## src/pkg/stdc_pkg.sv

```systemverilog
`default_nettype none
package stdc_pkg;
  localparam int COUNT_WIDTH = 24;
  localparam logic [23:0] COUNT_ZERO = 24'h000000;
  localparam logic [23:0] COUNT_ONE = 24'h000001;
  localparam logic [23:0] RELOAD_RESET = 24'h000000;
  localparam logic FLAG_RESET = 1'h0;
  localparam logic ENABLE_RESET = 1'h0;
endpackage
`default_nettype wire

```

## src/stdc_tick_counter.sv

```systemverilog
// Operation
// - 24-bit down counter wrapping at zero
// - enabled: decrement count each clock
// - after zero, load reload value next edge
// - enabled decrement from one to zero sets wrap flag
// - reading flag register clears the flag unless a wrap sets it in the same cycle
// - any count write clears count to zero
// - count value unspecified after reset
// - zero reload holds count at zero
`timescale 1ns/10ps
`default_nettype none
module stdc_tick_counter
(
  input wire logic core_clk,
  input wire logic reset,
  input wire logic enable,
  input wire logic reload_write,
  input wire logic [23:0] reload_write_data,
  input wire logic count_write,
  input wire logic flag_read,
  output logic [23:0] reload_value_register,
  output logic [23:0] current_count_register,
  output logic wrapped_to_zero_flag
);

  logic [23:0] next_count;
  logic hit_zero;

  function automatic logic [23:0] stdc_decrement(input logic [23:0] value);
    stdc_decrement = value - stdc_pkg::COUNT_ONE;
  endfunction

  always_ff @(posedge core_clk or posedge reset)
  begin
    if (reset)
      reload_value_register <= stdc_pkg::RELOAD_RESET;
    else if (reload_write)
      reload_value_register <= reload_write_data;
  end

  always_comb
  begin
    next_count = current_count_register;
    hit_zero = 1'h0;
    if (count_write)
      next_count = stdc_pkg::COUNT_ZERO;
    else if (enable)
    begin
      if (current_count_register == stdc_pkg::COUNT_ZERO)
        next_count = reload_value_register;
      else
      begin
        next_count = stdc_decrement(current_count_register);
        hit_zero = (current_count_register == stdc_pkg::COUNT_ONE);
      end
    end
  end

  // count has no reset: its value is undefined after reset
  always_ff @(posedge core_clk)
  begin
    current_count_register <= next_count;
  end

  always_ff @(posedge core_clk or posedge reset)
  begin
    if (reset)
      wrapped_to_zero_flag <= stdc_pkg::FLAG_RESET;
    else if (hit_zero)
      wrapped_to_zero_flag <= 1'h1;
    else if (flag_read)
      wrapped_to_zero_flag <= 1'h0;
  end

  property p_decrement;
    @(posedge core_clk) disable iff (reset)
    (enable && !count_write && current_count_register != 24'h000000)
    |=> current_count_register == $past(current_count_register) - 24'h000001;
  endproperty
  a_decrement: assert property (p_decrement) else $error("count did not decrement");

  property p_reload;
    @(posedge core_clk) disable iff (reset)
    (enable && !count_write && current_count_register == 24'h000000)
    |=> current_count_register == $past(reload_value_register);
  endproperty
  a_reload: assert property (p_reload) else $error("count did not reload");

  property p_flag_set;
    @(posedge core_clk) disable iff (reset)
    (enable && !count_write && current_count_register == 24'h000001) |=> wrapped_to_zero_flag;
  endproperty
  a_flag_set: assert property (p_flag_set) else $error("flag not set at zero");

  property p_flag_clear;
    @(posedge core_clk) disable iff (reset)
    (flag_read && wrapped_to_zero_flag && !hit_zero) |=> !wrapped_to_zero_flag;
  endproperty
  a_flag_clear: assert property (p_flag_clear) else $error("flag not cleared by read");

  property p_write_clears;
    @(posedge core_clk) disable iff (reset)
    count_write |=> current_count_register == 24'h000000;
  endproperty
  a_write_clears: assert property (p_write_clears) else $error("count write did not clear");

  property p_zero_hold;
    @(posedge core_clk) disable iff (reset)
    (enable && !count_write && !reload_write && current_count_register == 24'h000000
      && reload_value_register == 24'h000000) [*2] |=> current_count_register == 24'h000000;
  endproperty
  a_zero_hold: assert property (p_zero_hold) else $error("zero reload did not hold");

  property p_disabled_hold;
    @(posedge core_clk) disable iff (reset)
    (!enable && !count_write) |=> $stable(current_count_register) && !$rose(wrapped_to_zero_flag);
  endproperty
  a_disabled_hold: assert property (p_disabled_hold) else $error("count moved while disabled");

  property p_reload_write;
    @(posedge core_clk) disable iff (reset)
    (reload_write && !count_write && !enable) |=> $stable(current_count_register);
  endproperty
  a_reload_write: assert property (p_reload_write) else $error("reload write moved count");

  property p_wrap_range;
    @(posedge core_clk) disable iff (reset)
    (enable && !count_write && current_count_register == 24'h000000
      && reload_value_register == 24'hFFFFFF) |=> current_count_register == 24'hFFFFFF;
  endproperty
  a_wrap_range: assert property (p_wrap_range) else $error("full reload wrong");

  // consecutive edges parked at zero by a zero reload
  logic [2:0] zero_run;

  always_ff @(posedge core_clk or posedge reset)
  begin
    if (reset)
      zero_run <= 3'h0;
    else if (enable && !count_write && current_count_register == stdc_pkg::COUNT_ZERO
      && reload_value_register == stdc_pkg::COUNT_ZERO)
      zero_run <= (zero_run == 3'h7) ? zero_run : zero_run + 3'h1;
    else
      zero_run <= 3'h0;
  end

  property p_zero_run;
    @(posedge core_clk) disable iff (reset)
    (zero_run >= 3'h2)
    |-> current_count_register == stdc_pkg::COUNT_ZERO && !$rose(wrapped_to_zero_flag);
  endproperty
  a_zero_run: assert property (p_zero_run) else $error("parked count moved");

  property p_flag_sticky;
    @(posedge core_clk) disable iff (reset)
    (!hit_zero && !flag_read)
    |=> $stable(wrapped_to_zero_flag);
  endproperty
  a_flag_sticky: assert property (p_flag_sticky) else $error("flag changed without cause");

  property p_flag_rise_zero;
    @(posedge core_clk) disable iff (reset)
    $rose(wrapped_to_zero_flag)
    |-> current_count_register == stdc_pkg::COUNT_ZERO;
  endproperty
  a_flag_rise_zero: assert property (p_flag_rise_zero) else $error("flag rose away from zero");

  property p_set_beats_read;
    @(posedge core_clk) disable iff (reset)
    (hit_zero && flag_read)
    |=> wrapped_to_zero_flag;
  endproperty
  a_set_beats_read: assert property (p_set_beats_read) else $error("read cleared a new wrap");

  property p_write_no_flag;
    @(posedge core_clk) disable iff (reset)
    (count_write && !wrapped_to_zero_flag)
    |=> !wrapped_to_zero_flag;
  endproperty
  a_write_no_flag: assert property (p_write_no_flag) else $error("count write set flag");

  property p_flag_fall_read;
    @(posedge core_clk) disable iff (reset)
    $fell(wrapped_to_zero_flag)
    |-> $past(flag_read);
  endproperty
  a_flag_fall_read: assert property (p_flag_fall_read) else $error("flag cleared without read");

  property p_reload_load;
    @(posedge core_clk) disable iff (reset)
    reload_write
    |=> reload_value_register == $past(reload_write_data);
  endproperty
  a_reload_load: assert property (p_reload_load) else $error("reload write lost");

  property p_reload_keep;
    @(posedge core_clk) disable iff (reset)
    !reload_write
    |=> $stable(reload_value_register);
  endproperty
  a_reload_keep: assert property (p_reload_keep) else $error("reload changed without write");

  property p_reload_enabled;
    @(posedge core_clk) disable iff (reset)
    (reload_write && enable && !count_write && current_count_register != stdc_pkg::COUNT_ZERO)
    |=> current_count_register == $past(current_count_register) - stdc_pkg::COUNT_ONE;
  endproperty
  a_reload_enabled: assert property (p_reload_enabled) else $error("reload write disturbed count");

  property p_count_cause;
    @(posedge core_clk) disable iff (reset)
    ($changed(current_count_register) && !$past(count_write))
    |-> $past(enable);
  endproperty
  a_count_cause: assert property (p_count_cause) else $error("count moved while disabled");

  c_wrap: cover property (@(posedge core_clk) disable iff (reset) hit_zero ##1 wrapped_to_zero_flag);
  c_read_clear: cover property (@(posedge core_clk) disable iff (reset)
    wrapped_to_zero_flag && flag_read ##1 !wrapped_to_zero_flag);
  c_clear_write: cover property (@(posedge core_clk) disable iff (reset) count_write && enable);
  c_set_beats_read: cover property (@(posedge core_clk) disable iff (reset) hit_zero && flag_read);
  c_reload_change: cover property (@(posedge core_clk) disable iff (reset)
    reload_write && enable && current_count_register != stdc_pkg::COUNT_ZERO);

endmodule
`default_nettype wire

```

## config.mk

```make
export PLATFORM = sky130hd
export DESIGN_NAME = stdc_tick_counter
export DESIGN_NICKNAME = d
export VERILOG_FILES = /design/src/pkg/stdc_pkg.sv /design/src/stdc_tick_counter.sv
export SDC_FILE = /design/constraint.sdc
export NUM_CORES = 1
export LEC_CHECK = 0
export BUFFER_PORTS_ARGS = -buffer_cell sky130_fd_sc_hd__buf_2
export CAP_MARGIN = 20
export CORE_ASPECT_RATIO = 0.6
export CORE_MARGIN = 8
export CORE_UTILIZATION = 40
export DETAILED_ROUTE_END_ITERATION = 7
export HOLD_SLACK_MARGIN = 0.1
export PLACE_DENSITY_LB_ADDON = 0.05
export SYNTH_ARGS = -nofsm -noshare
export SYNTH_HDL_FRONTEND = slang
export SYNTH_SLANG_ARGS = --single-unit
```

## constraint.sdc

```tcl
create_clock -name core_clk -period 2.8 [get_ports core_clk]
set_clock_uncertainty 0.15 [all_clocks]
set_input_delay 0.42 -clock core_clk [delete_from_list [all_inputs] [get_ports core_clk]]
set_output_delay 0.42 -clock core_clk [all_outputs]
set_load 0.01 [all_outputs]
```

==> summary.txt <==
Outcome
  • Status: completed

Drt
  • Number of remaining DRC errors: 0
  • Detailed Routing Iterations Pass 1: 4
  • Initial DRC count: 199
  • Vias/cell: 5.68
  • Total Routed Length: 8090 um
  • Post-route ant nets: 0
  • Routed WL per cell: 18.4 um
  • Via count: 2500

Yosys
  • Area share of the largest cell type after synthesis: 24.2%
  • Yosys warnings: 0
  • Synth area leader: dfrtp_1
  • Largest cells by area after synthesis: dfrtp_1 (24%), dfxtp_1 (19%), mux2_2 (13%)
  • FF+latch count, synth: 49
  • Prevailing post-synth register cell: dfrtp_1
  • Post-synthesis cell type count: 47
  • Syn_area_per_cell: 9.67 um2
  • Post-Synthesis Cells: 267
  • Synth Cell Area: 2580 um2
  • Number of flops mapped to enable cells by yosys: 0
  • Synthesized net count: 300
  • Async set-or-reset flop fraction in the synthesized netlist: 51.0%
  • Sequential fraction of the synthesis area: 42.9%

Global route
  • Grt total ovfl: 0
  • Met1 usage: 26.0%
  • M2 GR Usage: 25.1%
  • Initial antenna violation count: 0
  • Largest net degree at the start of global routing: 26
  • Vias in the first global route: 2454
  • Grt met3 use: 4.29%
  • Busiest grt layer: met1
  • Global-route wire length before repair: 13400 um
  • GRT Util Overall: 17.7%

STA
  • Final Hold Viols: 0
  • Post-route minimum period: 2.56 ns
  • Final Setup Violations: 0
  • Fmax: 390 MHz
  • Final setup TNS: 0 ns
  • Max-slew headroom: 59.8%
  • Hold_ws: 0.149 ns
  • Final worst path period share: 91.6%
  • Slew Limit Fails: 0
  • Worst-margin pin slew: 0.604 ns
  • RSZ-0062 raised after global routing: false

Clocking
  • Max Buffers Root-to-Sink: 2
  • Root buffer cell: clkbuf_8
  • CTS Sinks: 49
  • Htree depth: 2
  • CTS buffer count: 5
  • CTS tree: yes
  • Post-CTS sizing: 0
  • Clk pin slew, worst setup/hold paths: 0.10 ns
  • Clock Latency Late Sink: 0.31 ns

Flow run
  • Max-cap violations: 0

Critical path
  • Worst-path fanout max: 9
  • CP Launch Type: flop
  • Worst EP arrival: 2.61 ns
  • Kind of critical path: reg2reg
  • Setup crit end kind: flop
  • Req. time, crit path: 2.85 ns

Final layout
  • Leading cell type in the layout, fill and taps excluded: buf_2
  • ANT cells: 0
  • P&R area growth vs syn: 26.0%
  • Layout cell share with drive strength beyond 1: 39.3%
  • NumNets Final: 388
  • Fillers: 608
  • Commonest non-fill, non-tap cells in the layout: buf_2 (78), mux2_2 (29), dfrtp_1 (25)

Placement
  • RD Place Congestion: 0.859
  • Final HPWL DP: 6070 um
  • IO buf count: 78

Hold path
  • Hold crit path type: in2reg

Floorplanning
  • Core ar.: 6170 um2
  • I/O Pins: 79
  • Die height: 78.2 um
  • # rows: 22
  • Initial Util: 41.9%
  • DIE WIDTH: 120 um
  • Total Die Area: 9360 um2

Pwr
  • Cell Pwr Density: 1120 nW/um2
  • Cell leakage power: 1.47 nW
  • VDD IR max: 0.450 mV
-- power breakdown --
part | internal [W] | switching [W] | total (W)
sequential | 0.000857 | 0.000210 | 0.00107
clock | 0.000224 | 0.000249 | 0.000473
combinational | 0.000937 | 0.00118 | 0.00211
total | 0.00202 | 0.00164 | 0.00365
-- state kept, by name (all words and copies together) (netlist names) --
signal / count
current_count_register: 24
reload_value_register: 24
wrapped_to_zero_flag: 1
-- cells by family after synthesis --
kind of cell	share of synthesized area, %
mux	14.6
flops	42.9
buf+inv	5.82
fa+ha+maj	1.45
simple gates	21.1
compound gates	14.2
-- timing repair --
action                     in CTS  in global routing
hold buffers                    1                  0
hold endpoints to repair       25                  0
setup endpoints to repair       0                  0
buffers inserted                0                  0
-- worst paths after layout --
kind	to	slack, ns	cells past startpoint	startpoint
worst max-delay path	current_count_register[23]	0.24	5	current_count_register[9]
worst min-delay path	wrapped_to_zero_flag	0.15	2	flag_read
worst max register to register	current_count_register[23]	0.24	5	current_count_register[9]
worst min register to register	wrapped_to_zero_flag	0.37	2	wrapped_to_zero_flag
max in group asynchronous	wrapped_to_zero_flag	1.67	4	reset
min in group asynchronous	reload_value_register[8]	0.55	4	reset
-- stage by stage --
step	cells	power, W	util, %	instance area [um2]	setup slack [ns]
finish	440	0.00365	52.7	3250	0.236
global route	440	0.00395	52.7	3250	0.0489
CTS	440	0.00365	52.7	3250	0.258
detailed placement	431	0.00316	50.9	3140	0.274
global placement	431	0.00315	50.9	3140	0.314
floorplan	267	0.00242	-	2580	0.188
-- synthesized netlist by cell type, types with 2 or more instances --
library cell,instances
nand2_1,16
ha_1,3
mux2i_1,5
and2_1,3
nor2b_1,2
nand3_1,8
o2bb2ai_1,4
or4_4,2
nand4_1,4
o31ai_1,2
a211oi_1,3
o32ai_1,4
buf_6,3
o22ai_1,2
buf_2,3
a311o_1,2
a21oi_1,4
nor4_1,17
inv_1,12
a32o_1,5
o311ai_0,2
a31oi_1,2
nor3_1,15
or3_1,2
dfxtp_1,24
clkbuf_1,13
mux2_2,29
or4_1,4
o21ai_0,10
nor2_1,18
dfrtp_1,25
a2111oi_0,4
-- metal layers --
layer | wire length (um) | vias up | share of wire, %
li1 | - | 1199 | -
met1 | 4180 | 1192 | 52
met2 | 3180 | 100 | 39
met3 | 652 | 9 | 8.1
met4 | 82 | 0 | 1.0
met5 | 0 | - | 0
-- final cells by class --
| cell class | instances | area [um2] | area share (%) |
|---|---|---|---|
| flip-flops and latches | 49 | 1110 | 34.0 |
| well taps | 84 | 105 | 3.23 |
| repair buffers | 101 | 566 | 17.4 |
| clock inverters | 1 | 5.00 | 0.154 |
| multi-input cells | 185 | 1330 | 40.7 |
| clock buffers | 7 | 96.3 | 2.96 |
| inverters | 13 | 48.8 | 1.50 |
-- critical path: stages, from the launching register on --
cell	delay, ns
dfxtp_1	0.40
or4_4	0.59
or4_4	0.50
nor3_1	0.37
a21oi_1	0.12
a311o_1	0.32
No activity file was read; power rests on OpenSTA's default activity.
